**config.mk**
```make
export PLATFORM = sky130hd
export DESIGN_NAME = sacc_core
export DESIGN_NICKNAME = d
export VERILOG_FILES = /design/src/hdl/sacc_pkg.sv /design/src/hdl/sacc_core.sv /design/src/hdl/sacc_fifo.sv
export SDC_FILE = /design/constraint.sdc
export NUM_CORES = 1
export LEC_CHECK = 0
export ABC_AREA = 0
export BUFFER_PORTS_ARGS = -buffer_cell sky130_fd_sc_hd__buf_4
export CAP_MARGIN = 10
export CORE_MARGIN = 8
export CORE_UTILIZATION = 56
export DETAILED_ROUTE_END_ITERATION = 10
export PLACE_DENSITY = 0.75
export SYNTH_ARGS = -nofsm -noshare
export SYNTH_HDL_FRONTEND = slang
export SYNTH_HIERARCHICAL = 1
export SYNTH_SLANG_ARGS = --single-unit
```
**constraint.sdc**
```tcl
create_clock -name sys_clk -period 3.3 [get_ports sys_clk]
set_input_delay 0.495 -clock sys_clk [delete_from_list [all_inputs] [get_ports sys_clk]]
set_output_delay 0.495 -clock sys_clk [all_outputs]
set_load 0.02 [all_outputs]
```
**src/hdl/sacc_pkg.sv**
```systemverilog
// Constants for the serial sampling converter control block
package sacc_pkg;
  localparam int RES_BITS = 10;
  localparam int CFG_BITS = 3;
  localparam int NULL_BITS = 2;
  localparam int FIFO_WIDTH = 10;
  localparam int FIFO_DEPTH = 32;
  localparam logic [9:0] CODE_ZERO = 10'h000;
  localparam logic [9:0] CODE_FULL = 10'h3ff;
  localparam logic [3:0] CNT_ZERO = 4'h0;
  localparam logic [3:0] CNT_CFG_LAST = 4'h2;
  localparam logic [3:0] CNT_NULL_LAST = 4'h1;
  localparam logic [3:0] CNT_RES_LAST = 4'h9;
  localparam logic [1:0] SYNC_ZERO = 2'h0;
  typedef enum logic [2:0] {
    SACC_IDLE,
    SACC_START,
    SACC_CFG,
    SACC_NULL,
    SACC_RESULT,
    SACC_DONE
  } sacc_state_t;
endpackage

```
**src/hdl/sacc_core.sv**
```systemverilog
// Serial converter control: select, shift clock, configuration and result
// Notes on behaviour
// - Only unipolar conversions; no bipolar or two's-complement output exists.
// - Result is 10-bit straight binary, zero is 0 V, all ones is full minus one.
// - Active only while select is low; shut down otherwise.
// - While deselected, shift clock and data input are ignored.
// - Sampling window opens when channel polarity bit is shifted in.
// - Hold and conversion start on falling clock edge after dummy bit.
// - Conversion lasts twelve shift clocks from the hold point.
// - Leading zeros ignored; first one on rising edge is the start bit.
// - Bit after start picks single-ended; next picks positive channel.
// - After two null bits, result shifts out MSB first, one per clock.
// - Raising select returns port and conversion logic, except the mode selects, to initial state.
`timescale 1ns/1ps
module sacc_core (
  input wire logic sys_clk,
  input wire logic rst_n,
  input wire logic sel_n,
  input wire logic shift_clk,
  input wire logic data_in,
  input wire logic [9:0] sample_code,
  output logic data_out,
  output logic data_out_oe,
  output logic powered,
  output logic sample_window,
  output logic hold,
  output logic single_ended_sel,
  output logic channel_polarity_sel,
  output logic result_valid,
  input wire logic result_ready,
  output logic [9:0] result_data
);
  ////////////////////////////////////////////////////////////////////////
  // Input synchronisers
  logic [1:0] sel_sync;
  logic [1:0] clk_sync;
  logic [1:0] din_sync;
  logic clk_prev;

  always_ff @(posedge sys_clk or negedge rst_n)
  begin
    if (!rst_n)
    begin
      sel_sync <= 2'h3;
      clk_sync <= sacc_pkg::SYNC_ZERO;
      din_sync <= sacc_pkg::SYNC_ZERO;
      clk_prev <= 1'b0;
    end
    else
    begin
      sel_sync <= {sel_sync[0], sel_n};
      clk_sync <= {clk_sync[0], shift_clk};
      din_sync <= {din_sync[0], data_in};
      clk_prev <= clk_sync[1];
    end
  end

  logic active;
  logic rise;
  logic fall;
  logic din;
  always_comb
  begin
    active = !sel_sync[1];
    rise = active && clk_sync[1] && !clk_prev;
    fall = active && !clk_sync[1] && clk_prev;
    din = din_sync[1];
  end

  ////////////////////////////////////////////////////////////////////////
  // Sequence state
  sacc_pkg::sacc_state_t state;
  sacc_pkg::sacc_state_t next_state;
  logic [3:0] cnt;
  logic [3:0] next_cnt;
  logic [9:0] shreg;
  logic [9:0] next_shreg;
  logic next_data_out;
  logic next_data_out_oe;
  logic next_sample_window;
  logic next_hold;
  logic next_single;
  logic next_polarity;
  logic drive_pend;
  logic next_drive_pend;
  logic push_valid;
  logic next_push_valid;
  logic [9:0] push_data;
  logic [9:0] next_push_data;
  logic [9:0] held_code;
  logic [9:0] next_held_code;
  logic fifo_in_ready;

  always_comb
  begin
    next_state = state;
    next_cnt = cnt;
    next_shreg = shreg;
    next_data_out = data_out;
    next_data_out_oe = data_out_oe;
    next_sample_window = sample_window;
    next_hold = hold;
    next_single = single_ended_sel;
    next_polarity = channel_polarity_sel;
    next_drive_pend = drive_pend;
    next_push_valid = push_valid && !fifo_in_ready;
    next_push_data = push_data;
    next_held_code = held_code;
    if (!active)
    begin
      next_state = sacc_pkg::SACC_IDLE;
      next_cnt = sacc_pkg::CNT_ZERO;
      next_data_out = 1'b0;
      next_data_out_oe = 1'b0;
      next_sample_window = 1'b0;
      next_hold = 1'b0;
      next_drive_pend = 1'b0;
    end
    else
    begin
      unique case (state)
        sacc_pkg::SACC_IDLE:
          next_state = sacc_pkg::SACC_START;
        sacc_pkg::SACC_START:
          if (rise && din)
          begin
            next_state = sacc_pkg::SACC_CFG;
            next_cnt = sacc_pkg::CNT_ZERO;
          end
        sacc_pkg::SACC_CFG:
          if (rise)
          begin
            next_cnt = cnt + 4'h1;
            if (cnt == sacc_pkg::CNT_ZERO)
              next_single = din;
            if (cnt == 4'h1)
            begin
              next_polarity = din;
              next_sample_window = 1'b1;
            end
            if (cnt == sacc_pkg::CNT_CFG_LAST)
              next_drive_pend = 1'b1;
          end
          else if (fall && drive_pend)
          begin
            next_sample_window = 1'b0;
            next_hold = 1'b1;
            next_shreg = sample_code;
            next_held_code = sample_code;
            next_data_out = 1'b0;
            next_data_out_oe = 1'b1;
            next_drive_pend = 1'b0;
            next_cnt = sacc_pkg::CNT_ZERO;
            next_state = sacc_pkg::SACC_NULL;
          end
        sacc_pkg::SACC_NULL:
          if (fall)
          begin
            next_cnt = cnt + 4'h1;
            if (cnt == sacc_pkg::CNT_NULL_LAST)
            begin
              next_data_out = shreg[9];
              next_shreg = {shreg[8:0], 1'b0};
              next_cnt = sacc_pkg::CNT_ZERO;
              next_state = sacc_pkg::SACC_RESULT;
            end
          end
        sacc_pkg::SACC_RESULT:
          if (fall)
          begin
            next_cnt = cnt + 4'h1;
            if (cnt == sacc_pkg::CNT_RES_LAST)
            begin
              next_hold = 1'b0;
              next_data_out_oe = 1'b0;
              next_push_valid = 1'b1;
              next_push_data = held_code;
              next_state = sacc_pkg::SACC_DONE;
            end
            else
            begin
              next_data_out = shreg[9];
              next_shreg = {shreg[8:0], 1'b0};
            end
          end
        sacc_pkg::SACC_DONE:
          next_state = sacc_pkg::SACC_DONE;
      endcase
    end
  end

  always_ff @(posedge sys_clk or negedge rst_n)
  begin
    if (!rst_n)
    begin
      state <= sacc_pkg::SACC_IDLE;
      cnt <= sacc_pkg::CNT_ZERO;
      shreg <= sacc_pkg::CODE_ZERO;
      data_out <= 1'b0;
      data_out_oe <= 1'b0;
      sample_window <= 1'b0;
      hold <= 1'b0;
      single_ended_sel <= 1'b0;
      channel_polarity_sel <= 1'b0;
      drive_pend <= 1'b0;
      push_valid <= 1'b0;
      push_data <= sacc_pkg::CODE_ZERO;
      held_code <= sacc_pkg::CODE_ZERO;
      powered <= 1'b0;
    end
    else
    begin
      state <= next_state;
      cnt <= next_cnt;
      shreg <= next_shreg;
      data_out <= next_data_out;
      data_out_oe <= next_data_out_oe;
      sample_window <= next_sample_window;
      hold <= next_hold;
      single_ended_sel <= next_single;
      channel_polarity_sel <= next_polarity;
      drive_pend <= next_drive_pend;
      push_valid <= next_push_valid;
      push_data <= next_push_data;
      held_code <= next_held_code;
      powered <= active;
    end
  end

  ////////////////////////////////////////////////////////////////////////
  // Completed results
  logic fifo_out_valid;
  logic [9:0] fifo_out_data;
  logic fifo_pop;
  always_comb
  begin
    fifo_pop = fifo_out_valid && (!result_valid || result_ready);
  end

  sacc_fifo #(
    .WIDTH(sacc_pkg::FIFO_WIDTH),
    .DEPTH(sacc_pkg::FIFO_DEPTH)
  ) u_fifo (
    .sys_clk(sys_clk),
    .rst_n(rst_n),
    .flush(1'b0),
    .in_valid(push_valid),
    .in_ready(fifo_in_ready),
    .in_data(push_data),
    .out_valid(fifo_out_valid),
    .out_ready(fifo_pop),
    .out_data(fifo_out_data)
  );

  always_ff @(posedge sys_clk or negedge rst_n)
  begin
    if (!rst_n)
    begin
      result_valid <= 1'b0;
      result_data <= sacc_pkg::CODE_ZERO;
    end
    else if (fifo_pop)
    begin
      result_valid <= 1'b1;
      result_data <= fifo_out_data;
    end
    else if (result_ready)
      result_valid <= 1'b0;
  end
endmodule

```
**src/hdl/sacc_fifo.sv**
```systemverilog
// Result FIFO with valid and ready on both sides
`timescale 1ns/1ps
module sacc_fifo #(
  parameter int WIDTH = 10,
  parameter int DEPTH = 32
) (
  input wire logic sys_clk,
  input wire logic rst_n,
  input wire logic flush,
  input wire logic in_valid,
  output logic in_ready,
  input wire logic [WIDTH-1:0] in_data,
  output logic out_valid,
  input wire logic out_ready,
  output logic [WIDTH-1:0] out_data
);
  localparam int AW = $clog2(DEPTH);
  logic [WIDTH-1:0] mem [DEPTH];
  logic [AW:0] wr_ptr;
  logic [AW:0] rd_ptr;
  logic [AW:0] next_wr_ptr;
  logic [AW:0] next_rd_ptr;
  logic push;
  logic pop;

  always_comb
  begin
    in_ready = (wr_ptr - rd_ptr) != (AW + 1)'(DEPTH);
    out_valid = wr_ptr != rd_ptr;
    out_data = mem[rd_ptr[AW-1:0]];
    push = in_valid && in_ready && !flush;
    pop = out_valid && out_ready;
    next_wr_ptr = push ? wr_ptr + 1'b1 : wr_ptr;
    next_rd_ptr = pop ? rd_ptr + 1'b1 : rd_ptr;
  end

  always_ff @(posedge sys_clk or negedge rst_n)
  begin
    if (!rst_n)
    begin
      wr_ptr <= '0;
      rd_ptr <= '0;
    end
    else
    begin
      wr_ptr <= next_wr_ptr;
      rd_ptr <= next_rd_ptr;
    end
  end

  always_ff @(posedge sys_clk)
  begin
    if (push)
      mem[wr_ptr[AW-1:0]] <= in_data;
  end
endmodule

```
# [Word level (Yosys, flattened, before mapping)]
# Memory sizes are Yosys's and may differ from the RTL's. A register that Yosys moved wholly into a read port is not among the register bits.
# Index checks and enable logic that the tools add are counted.
# W data, S select, Z words.
[op_classes] eq_ne=27 n_mux=54 bitwise=2 add_sub_neg=4 reduce_logical=37
[op_table] op="$mux W10" n=6
[op_table] op="$pmux W10 S3" n=1
[op_table] op="$mux W1" n=28
[op_table] op="$mux W4" n=7
[op_table] op="$mux W3" n=8
[op_table] op="$ne A3 B3 Y1 const B" n=8
[op_table] op="$pmux W3 S6" n=1
[op_table] op="$pmux W4 S4" n=1
[op_table] op="$reduce_and A4 Y1" n=4
[op_table] op="$reduce_and A7 Y1" n=2
[op_table] op="$add A6 B1 Y6 const B" n=2
[op_table] op="$ne A2 B2 Y1 const B" n=6
[op_table] op="$logic_and A1 B1 Y1" n=10
[op_table] op="$reduce_and A5 Y1" n=2
[op_table] op="$reduce_bool A3 Y1" n=3
[op_table] op="$reduce_and A8 Y1" n=1
[op_table] op="$eq A3 B2 Y1 const B" n=2
[op_table] op="$eq A3 B3 Y1 const B" n=2
[op_table] op="$logic_not A1 Y1" n=6
[op_table] op="$ne A3 B2 Y1 const B" n=2
[op_table] op="$ne A6 B6 Y1" n=1
[op_table] op="$ne A6 B6 Y1 const B" n=1
[op_table] op="$reduce_and A3 Y1" n=2
[op_table] op="$sub A6 B6 Y6" n=1
[op_table] op="other kinds (15)" n=17
[totals] ramBits=320 ff_bits=65 input_bits=16 n_memories=1 wordCells=145
[mem_list] name="u_fifo.mem" words=32 word_bits=10 rd=1 rd_ports_with_merged_regs=1 write_ports=1 line="sacc_fifo.sv:18" source="logic [WIDTH-1:0] mem [DEPTH];"

# [Longest topological paths before layout]
# Gate-level depths: netlist of the first run.
[depth] ltp_word=8 ltp_mapped=14

# [By module]
# The synthesis of the first run kept the hierarchy.
[by_module_without_submodules] mod="sacc_fifo" cells_per_inst=602 area_each_um2=13093.8 instances=1
[by_module_without_submodules] mod="sacc_core" cells_per_inst=221 area_each_um2=2941.6 instances=1

# [Least setup slack after synthesis of the first run]
# OpenSTA, ideal clock, no wires.
[synth_timing] path_type="reg-to-reg" start="register u_fifo.rd_ptr[1]" end="memory u_fifo.mem[10][0] (enable)" stages_incl_launch_ff=11 arrival_time_ps=2967 setup_time_ps=376 slack_ps=-43 path_cell_list="dfrtp_1 -> clkbuf_1 -> clkbuf_1 -> inv_1 -> ha_1 -> nand2b_1 -> a21oi_1 -> o41ai_1 -> a311oi_2 -> o211ai_1 -> nor2_1"
[synth_via] elab_chain_len=5
[synth_lines] item="start: declaration" line="sacc_fifo.sv:20" source="logic [AW:0] rd_ptr;"
[synth_lines] item="start signal: assignment" line="sacc_fifo.sv:47" source="rd_ptr <= next_rd_ptr;"
[synth_lines] item="$sub A6 B6 Y6" line="sacc_fifo.sv:28" source="in_ready = (wr_ptr - rd_ptr) != (AW + 1)'(DEPTH);"
[synth_lines] item="$ne A6 B6 Y1" line="sacc_fifo.sv:28"
[synth_lines] item="$logic_and A1 B1 Y1" line="sacc_fifo.sv:31" source="push = in_valid && in_ready && !flush;"
[synth_lines] item="$mux W1" line="sacc_fifo.sv:53" source="if (push)"
[synth_lines] item="$mux W1 (implied by the code)" line="sacc_fifo.sv:54" source="mem[wr_ptr[AW-1:0]] <= in_data;"
[synth_lines] item="end: declaration" line="sacc_fifo.sv:18"
# Every way passes these cells.

# [Final worst setup path of the first run]
[layout_timing] start="register u_fifo.wr_ptr[0]" end="memory u_fifo.mem[8][0] (enable)"
[layout_via] elab_chain_len=5
[layout_lines] item="start: declaration" line="sacc_fifo.sv:19" source="logic [AW:0] wr_ptr;"
[layout_lines] item="start signal: assignment" line="sacc_fifo.sv:46" source="wr_ptr <= next_wr_ptr;"
[layout_lines] item="$sub A6 B6 Y6" line="sacc_fifo.sv:28"
[layout_lines] item="$ne A6 B6 Y1" line="sacc_fifo.sv:28"
[layout_lines] item="$logic_and A1 B1 Y1" line="sacc_fifo.sv:31"
[layout_lines] item="$mux W1" line="sacc_fifo.sv:53"
[layout_lines] item="$mux W1 (implied by the code)" line="sacc_fifo.sv:54"
# Parallel ways exist; a longest one is shown, timed or not.

==> results_dict.tcl, run 1 <==
set metrics [dict create \
    status "completed" \
    cp-start-kind "flop" \
    grt_antenna_before_repair 0 \
    required_ns 3.43 \
    pre_cts_ws_ns 0.107 \
    max_slew.worst_pin.slew_ns 1.24 \
    die_w_um 185 \
    instances_no_fill 1294 \
    drc_errors 0 \
    io_pins 34 \
    cts_root_buffer "clkbuf_16" \
    synth_ff_type "edfxtp_1" \
    die_area_mm2 0.0343 \
    wl_per_cell_um 24.8 \
    gp_congestion 0.828 \
    drtIter0Drc 679 \
    final.setup_skew_ns 0.0181 \
    cts.clk_slew.worst_paths_ns 0.06 \
    ys_types 64 \
    end_kind "flop" \
    grt_pass1_vias 8091 \
    cts_buffer_depth 3 \
    diodes 0 \
    grt.overflow.total 0 \
    grt_pass1_wl_um 48700 \
    ys_ff_latch 395 \
    ys_seq_area_frac 0.716 \
    multi_input_comb_area_mm2 0.00433 \
    cellPowerDensity_mw_per_mm2 634 \
    min_from "sel_n" \
    hold_end "sel_sync[0]" \
    final_nets 910 \
    drt_wl_total_um 32100 \
    min_path_type "input pin to flop" \
    num_rows 62 \
    power_leakage_uw 0.00715 \
    setup-tns-final_ns 0 \
    register_area_mm2 0.0115 \
    max-cap-violations 0 \
    postSynthAreaPerCell_um2 19.5 \
    whs_path_depth 1 \
    r2r-end "u_fifo/mem[8][0]" \
    ant_nets 0 \
    core_area_mm2 0.0285 \
    num_vias 7907 \
    holdWs_ns 0.0875 \
    cts_made_buffers 40 \
    dr.pass1.iters 5 \
    syn_area_mm2 0.0160 \
    setup_viol 0 \
    syn-num-nets 853 \
    nFillCells 1901 \
    htreeDepth 2 \
    post_drt_via_cell_ratio 6.11 \
    cp_max_fo 10 \
    areaGrowthSynthToFinish_pct 13.2 \
    ir_drop_mv 0.486 \
    ys_warn_count 6 \
    clk_latency_ns 0.52 \
    grtUsageTotal 0.190 \
    regToRegSetupSlack_ns 0.07 \
    synth_edf_count 320 \
    final_common_cell "edfxtp_1" \
    regToRegStartpoint "u_fifo/wr_ptr[0]" \
    clkSinkCount 395 \
    rsz0062_at_grt "yes" \
    clock.fmax_ghz 0.310 \
    grt_max_degree 84 \
    start_util 0.563 \
    min_period_over_period 0.977 \
    finalHoldViolations 0 \
    crit_type "flop to flop" \
    drive_above_1_share 0.329 \
    synth_cells 823 \
    layout_common_cells "320 x edfxtp_1, 100 x mux4_2, 71 x dfrtp_1" \
    port_buffers 33 \
    post_cts_buffers 0 \
    worst_slack_ns 0.0747 \
    cts_tree "yes" \
    arrival_ns 3.36 \
    async_flop_share 0.190 \
    die_y_um 185 \
    dp_hpwl_um 19600 \
    r2r_cells 9 \
    slew_headroom 0.176 \
    post-place-cells 1217 \
    period_minus_slack_ns 3.23 \
    slew_violations 0 \
]
worst max path at each step:
stage                                 from           endpoint
after detailed placement  u_fifo/wr_ptr[0]  u_fifo/mem[14][0]
after CTS                 u_fifo/wr_ptr[0]   u_fifo/mem[3][5]
after floorplan           u_fifo/rd_ptr[1]  u_fifo/mem[10][0]
after global routing      u_fifo/wr_ptr[0]  u_fifo/mem[10][1]
after global placement    u_fifo/wr_ptr[0]  u_fifo/mem[14][1]
final                     u_fifo/wr_ptr[0]   u_fifo/mem[8][0]
sequential cells by signal, summed over array words and instances (netlist names), 2 cells and up:
name	count
u_fifo/wr_ptr	6
clk_sync	2
cnt	4
push_data	10
din_sync	2
sel_sync	2
u_fifo/mem	320
state	3
u_fifo/rd_ptr	6
shreg	10
result_data	10
held_code	10
area by class of cell:
class                      instances  share of cell area
multi-input combinational        372               0.239
tap                              384              0.0265
sequential                       395               0.633
inverter                          16             0.00331
clock buffer                      63              0.0660
timing repair buffer              55              0.0283
clock inverter                     9             0.00420
logic make-up after synthesis:
| logic type | count (synthesis) | synth area share |
|---|---|---|
| other | 1 | 0.000234 |
| muxes | 154 | 0.184 |
| AOI/OAI and AO/OA | 46 | 0.0205 |
| xor gates and xnor gates | 12 | 0.00655 |
| adders and majority gates | 14 | 0.0109 |
| and+or+nand+nor | 145 | 0.0453 |
| buffers and inverters | 56 | 0.0163 |
| DFF | 395 | 0.716 |
cells in the mapped netlist (2+ instances only):
cell / count / area [µm²]
dfrtp_1: 73 / 1830
nand4_1: 2 / 12.5
or3b_2: 2 / 17.5
nand3b_1: 3 / 22.5
nor2b_1: 4 / 25.0
ha_1: 14 / 175
and2b_1: 2 / 15.0
nor2_1: 46 / 173
edfxtp_1: 320 / 9610
nand2_1: 47 / 176
buf_1: 3 / 11.3
a21oi_1: 8 / 40.0
or2_2: 2 / 12.5
xnor2_1: 10 / 87.6
clkbuf_1: 20 / 75.1
o22ai_1: 2 / 12.5
mux2_2: 27 / 304
nand2b_1: 8 / 50.1
inv_1: 16 / 60.1
a21boi_0: 3 / 22.5
o21ai_0: 11 / 55.1
buf_6: 2 / 22.5
o31ai_1: 2 / 15.0
a211o_1: 2 / 17.5
and2_1: 2 / 12.5
o211ai_1: 4 / 30.0
buf_2: 13 / 65.1
a31oi_1: 2 / 12.5
nand3_1: 5 / 25.0
mux2i_1: 3 / 30.0
nor4_1: 2 / 12.5
nor3_1: 2 / 10.0
or3_1: 5 / 31.3
nor3b_1: 2 / 15.0
xor2_1: 2 / 17.5
mux4_2: 100 / 2250
dfstp_2: 2 / 52.6
mux2_4: 24 / 360
stage by stage:
| stage | power, µW | area (µm²) | util |
|---|---|---|---|
| final | 11500 | 18200 | 0.638 |
| after global routing | 11900 | 18200 | 0.638 |
| after CTS | 11600 | 18000 | 0.632 |
| after detailed placement | 7300 | 16700 | 0.587 |
| after global placement | 7280 | 16700 | 0.587 |
| after floorplan | 6900 | 16000 | - |
metal layers:
metal / global-route usage / routed length, µm / vias to the layer above
met3: 0.0347 / 2500 / 45
li1: - / - / 3377
met5: 0 / 0 / -
met2: 0.294 / 15100 / 328
met4: 0.0493 / 613 / 0
met1: 0.279 / 13800 / 4157
report_power, final:
group          internal [µW]  switching, µW  leakage (µW)
clock network           2570           1770      0.000629
logic                    743            934       0.00182
registers               5420           68.3       0.00470
total                   8730           2770       0.00715
worst max-delay path, cell delays in order (launching register included):
cell      delay (ns)
dfrtp_1         0.42
inv_1           0.11
ha_1            0.21
nand2b_1        0.16
a21oi_1         0.27
o41ai_1         0.12
a311oi_2        0.41
o211ai_1        0.17
buf_4           0.24
nor2_1          0.75
what timing repair did:
| action | 4_1_cts | 5_1_grt |
|---|---|---|
| endpoints found under the setup margin | 0 | 310 |
| gates resized for setup | 0 | 18 |
| hold buffers | 0 | 0 |
No activity file was read; power rests on OpenSTA's default activity.
==> inputs of run 2 (changes only) <==
--- a/config.mk
+++ b/config.mk
@@ -8,10 +8,12 @@
 export ABC_AREA = 0
 export BUFFER_PORTS_ARGS = -buffer_cell sky130_fd_sc_hd__buf_4
 export CAP_MARGIN = 10
-export CORE_MARGIN = 8
-export CORE_UTILIZATION = 56
+export CELL_PAD_IN_SITES_DETAIL_PLACEMENT = 0
+export CELL_PAD_IN_SITES_GLOBAL_PLACEMENT = 1
+export CORE_MARGIN = 3
+export CORE_UTILIZATION = 49
 export DETAILED_ROUTE_END_ITERATION = 10
-export PLACE_DENSITY = 0.75
+export PLACE_DENSITY_LB_ADDON = 0.1
 export SYNTH_ARGS = -nofsm -noshare
 export SYNTH_HDL_FRONTEND = slang
 export SYNTH_HIERARCHICAL = 1
==> run 2 against run 1 <==
  * Worst hold slack worse by 0.068 ns
  * Critical path depth down 1
  * Cell area up 2.0%
  * Combinational power about the same
  * Critical path type unchanged
  * Critical endpoint is now u_fifo/mem[7][6]
  * Largest power group unchanged
==> results_dict.tcl, run 2 (same netlist as run 1, synthesis figures left out) <==
set metrics [dict create \
    largest_reg_flops 320 \
    pre_cts_ws_ns 0.119 \
    drc_errors 0 \
    crit_buf_inv 1 \
    crit_type "flop to flop" \
    cts_tree "yes" \
    drtIter0Drc 830 \
    finalHoldViolations 0 \
    clk_latency_ns 0.53 \
    dp_hpwl_um 21700 \
    dr_wl_met3_um 1600 \
    diodes 0 \
    cts_root_buffer "clkbuf_16" \
    die_area_mm2 0.0349 \
    grt_pass1_wl_um 52300 \
    rsz0062_at_grt "yes" \
    crit_path_top_delay_cell "nor2_1" \
    num_rows 65 \
    die_w_um 187 \
    htreeDepth 2 \
    final.setup_skew_ns 0.0286 \
    setup_viol 0 \
    required_ns 3.45 \
    layout_common_cells "320 x edfxtp_1, 100 x mux4_2, 86 x buf_4" \
    cts_hold_buffers 0 \
    cts.clk_slew.worst_paths_ns 0.06 \
    grt.overflow.total 0 \
    crit_chain "inv_1, ha_1, nand2b_1, a21oi_1, o41ai_1, a311oi_2, o211ai_2, nor2_1" \
    min_path_type "input pin to asynchronous set/reset pin" \
    clock.fmax_ghz 0.318 \
    highest_layer "met4" \
    p_total_uw 12000 \
    grt_antenna_before_repair 0 \
    path_delay_family "compound AO/OA/AOI/OAI gates" \
    clkSinkCount 395 \
    cellPowerDensity_mw_per_mm2 649 \
    ir_drop_mv 0.582 \
    arrival_ns 3.29 \
    worst_slack_ns 0.158 \
    critPathMaxStageDelay_ns 0.83 \
    drive_above_1_share 0.340 \
    slew_headroom 0.212 \
    gp_congestion 0.800 \
    num_vias 7884 \
    final_common_cell "edfxtp_1" \
    post_drt_via_cell_ratio 5.70 \
    end_kind "flop" \
    period_minus_slack_ns 3.14 \
    wl_met1_um 15600 \
    max-cap-violations 0 \
    min_period_over_period 0.952 \
    wl_per_cell_um 24.6 \
    core_area_mm2 0.0319 \
    drt_wl_total_um 34000 \
    final_nets 944 \
    wl_met2_um 16100 \
    grt_max_degree 84 \
    io_pins 34 \
    max_slew.worst_pin.slew_ns 1.18 \
    cp-start-kind "flop" \
    status "completed" \
    start_util 0.503 \
    port_buffers 33 \
    dr.pass1.iters 5 \
    grt_pass1_vias 8196 \
    grtUsageTotal 0.199 \
    cts_made_buffers 41 \
    ant_nets 0 \
    die_y_um 187 \
    cp_max_fo 10 \
    power_leakage_uw 0.00737 \
    cts_buffer_depth 3 \
    slew_violations 0 \
    areaGrowthSynthToFinish_pct 15.4 \
]
[run 2: cell count changes in the layout (fill, tap and decap cells not counted), moves of 3 or more]
cell / change
nor2_2: -17
clkbuf_1: -4
clkinvlp_4: +4
buf_4: +38
clkbuf_8: -7
nor2_1: +17
bufinv_16: +6
buf_16: -3
[run 2: area by class of cell]
| class | instances | area, µm² |
|---|---|---|
| multi-input cells | 372 | 4290 |
| repair buffers | 88 | 686 |
| clock buffers | 54 | 1140 |
| clock inverters | 22 | 300 |
| well taps | 435 | 544 |
| fillers | 2419 | 13400 |
| flip-flops and latches | 395 | 11500 |
| inverters | 16 | 60.1 |
[run 2: per-layer routing]
metal  vias to the layer above  global-route usage
met5                         -                   0
met1                      4157               0.300
met4                         0              0.0445
met2                       219               0.313
li1                       3464                   -
met3                        44              0.0275
[run 2: through the flow]
step                      hold WS (ns)  utilization  setup TNS [ns]  instances  cell area (µm²)
final                           0.0192        0.581               0       1382            18500
after global routing            0.0663        0.581           -2.29       1382            18500
after CTS                       0.0339        0.581               0       1382            18500
after detailed placement         0.344        0.535               0       1306            17100
after global placement           0.334        0.535               0       1306            17100
after floorplan                  0.199            -           -9.80        823            16000
[run 2: what timing repair did]
| action | CTS | global route |
|---|---|---|
| resized for setup | 0 | 1 |
| setup endpoints to repair | 0 | 60 |
| buffers inserted | 0 | 0 |
[run 2: path summary, 6_finish.rpt]
| kind | startpoint | slack, ns | cells after the start | to |
|---|---|---|---|---|
| worst max-delay path | u_fifo/wr_ptr[0] | 0.16 | 8 | u_fifo/mem[7][6] |
| worst min-delay path | rst_n | 0.02 | 1 | din_sync[0] |
| worst max register to register | u_fifo/wr_ptr[0] | 0.16 | 8 | u_fifo/mem[7][6] |
| worst min register to register | din_sync[0] | 0.35 | 0 | din_sync[1] |
| max in group asynchronous | rst_n | 2.50 | 2 | sel_sync[1] |
| min in group sys_clk | shift_clk | 0.08 | 1 | clk_sync[0] |
[run 2: where the power goes]
part | total, µW | leakage [µW] | internal (µW) | switching [µW]
Sequential | 5490 | 0.00470 | 5420 | 72.7
Combinational | 1710 | 0.00198 | 755 | 955
Clock | 4820 | 0.000694 | 2990 | 1840
Total | 12000 | 0.00737 | 9160 | 2870
==> inputs of run 3 (changes only) <==
--- a/config.mk
+++ b/config.mk
@@ -13,6 +13,7 @@
 export CORE_MARGIN = 3
 export CORE_UTILIZATION = 49
 export DETAILED_ROUTE_END_ITERATION = 10
+export MAX_ROUTING_LAYER = met4
 export PLACE_DENSITY_LB_ADDON = 0.1
 export SYNTH_ARGS = -nofsm -noshare
 export SYNTH_HDL_FRONTEND = slang
==> run 3 against run 2 <==
  * Cell area is essentially flat
  * Worst setup slack improved by 0.0029 ns
  * Sequential share of layout area about the same
  * Sequential cell count is the same
  * Largest power group unchanged
  * Clock skew up 0.0017 ns
==> results_dict.tcl, run 3 (same netlist as run 1, synthesis figures left out) <==
set metrics [dict create \
    num_vias 7924 \
    grt.overflow.total 0 \
    p_int_uw 9160 \
    crit_chain "inv_1, ha_1, nand2b_1, a21oi_1, o41ai_1, a311oi_2, o211ai_2, nor2_1" \
    clk_latency_ns 0.53 \
    dp_hpwl_um 21700 \
    dr.pass1.iters 5 \
    wl_per_cell_um 24.6 \
    drt_wl_total_um 34000 \
    p_switching_uw 2860 \
    period_minus_slack_ns 3.14 \
    start_util 0.503 \
    cts.clk_slew.worst_paths_ns 0.06 \
    num_rows 65 \
    finalHoldViolations 0 \
    register_area_mm2 0.0115 \
    arrival_ns 3.29 \
    post_drt_via_cell_ratio 5.73 \
    grt_antenna_before_repair 0 \
    multi_input_comb_area_mm2 0.00429 \
    worst_slack_ns 0.161 \
    ir_drop_mv 0.583 \
    crit_buf_inv 1 \
    slew_headroom 0.194 \
    pre_cts_ws_ns 0.119 \
    drc_errors 0 \
    clkPwrFrac 0.401 \
    io_pins 34 \
    slew_violations 0 \
    grt_max_degree 84 \
    highest_layer "met4" \
    post_cts_buffers 0 \
    die_w_um 187 \
    cp-start-kind "flop" \
    cts_tree "yes" \
    combPwrFrac 0.142 \
    cellPowerDensity_mw_per_mm2 649 \
    crit_path_top_delay_cell "nor2_1" \
    layout_common_cells "320 x edfxtp_1, 100 x mux4_2, 86 x buf_4" \
    cts_buffer_depth 3 \
    end_kind "flop" \
    dpl_cell_area_mm2 0.0171 \
    setup_viol 0 \
    path_delay_family "compound AO/OA/AOI/OAI gates" \
    max-cap-violations 0 \
    grt_pass1_wl_um 52400 \
    instances_no_fill 1382 \
    drive_above_1_share 0.339 \
    crit_type "flop to flop" \
    grt_pass1_vias 8178 \
    clock.fmax_ghz 0.319 \
    dr_wl_met3_um 1750 \
    fin_area_mm2 0.0185 \
    htreeDepth 2 \
    grtUsageTotal 0.205 \
    largest_reg_flops 320 \
    final.setup_skew_ns 0.0303 \
    wl_met2_um 16200 \
    switching_share 0.238 \
    diodes 0 \
    pwr-share-seq 0.457 \
    min_period_over_period 0.951 \
    cts_root_buffer "clkbuf_16" \
    ant_nets 0 \
    cp_max_fo 10 \
    die_y_um 187 \
    max_slew.worst_pin.slew_ns 1.21 \
    gp_congestion 0.812 \
    critPathMaxStageDelay_ns 0.83 \
    cts_made_buffers 41 \
    rsz0062_at_grt "yes" \
    required_ns 3.45 \
    core_area_mm2 0.0319 \
    final_common_cell "edfxtp_1" \
    p_total_uw 12000 \
    wl_met1_um 15400 \
    drtIter0Drc 736 \
    post-place-cells 1306 \
    die_area_mm2 0.0349 \
    clkSinkCount 395 \
    port_buffers 33 \
    areaGrowthSynthToFinish_pct 15.4 \
    status "completed" \
    power_leakage_uw 0.00737 \
    nFillCells 2419 \
    final_nets 944 \
    min_path_type "input pin to asynchronous set/reset pin" \
]
-- run 3: changes by cell type in the layout (fill, tap and decap cells not counted) --
cell    delta
nor2_1     +1
nor2_2     -1
-- run 3: final timing paths --
check                            startpoint                to  slack [ns]  cells past startpoint
setup / recovery           u_fifo/wr_ptr[0]  u_fifo/mem[3][1]        0.16                      8
setup reg to reg           u_fifo/wr_ptr[0]  u_fifo/mem[3][1]        0.16                      8
hold / removal                        rst_n            cnt[0]        0.02                      1
min in group sys_clk              shift_clk       clk_sync[0]        0.09                      1
max in group asynchronous             rst_n       sel_sync[1]        2.50                      2
hold reg to reg                 din_sync[0]       din_sync[1]        0.35                      0
-- run 3: per-layer routing --
| layer | GRT usage | up-vias |
|---|---|---|
| met5 | - | - |
| met4 | 0.0445 | 0 |
| met3 | 0.0274 | 47 |
| met2 | 0.312 | 238 |
| met1 | 0.303 | 4179 |
| li1 | - | 3460 |
-- run 3: per-stage QoR --
step                TNS (ns)  hold slack (ns)   util
finish                     0           0.0191  0.581
global route           -2.58           0.0663  0.581
CTS                        0           0.0339  0.581
detailed placement         0            0.344  0.535
global placement           0            0.334  0.535
floorplan              -9.80            0.199      -
-- run 3: repair_timing --
item | 4_1_cts | 5_1_grt
resized for setup | 0 | 0
hold buffers | 0 | 0
setup endpoints to repair | 0 | 60
-- run 3: power by group through the flow --
stage	logic [µW]	registers (µW)	clock network [µW]
4_1_cts	1760	5490	4930
5_1_grt	1880	5500	5140
3_3_place_gp	1730	5580	0
6_report	1710	5490	4820
3_5_place_dp	1750	5590	0
2_1_floorplan	1350	5560	0
-- run 3: area by class of cell --
cell class                      count  share of cell area
Sequential cell                   395               0.621
Inverter                           16             0.00324
Clock buffer                       54              0.0614
Timing Repair Buffer               88              0.0370
Multi-Input combinational cell    372               0.232
Clock inverter                     22              0.0162
Tap cell                          435              0.0294
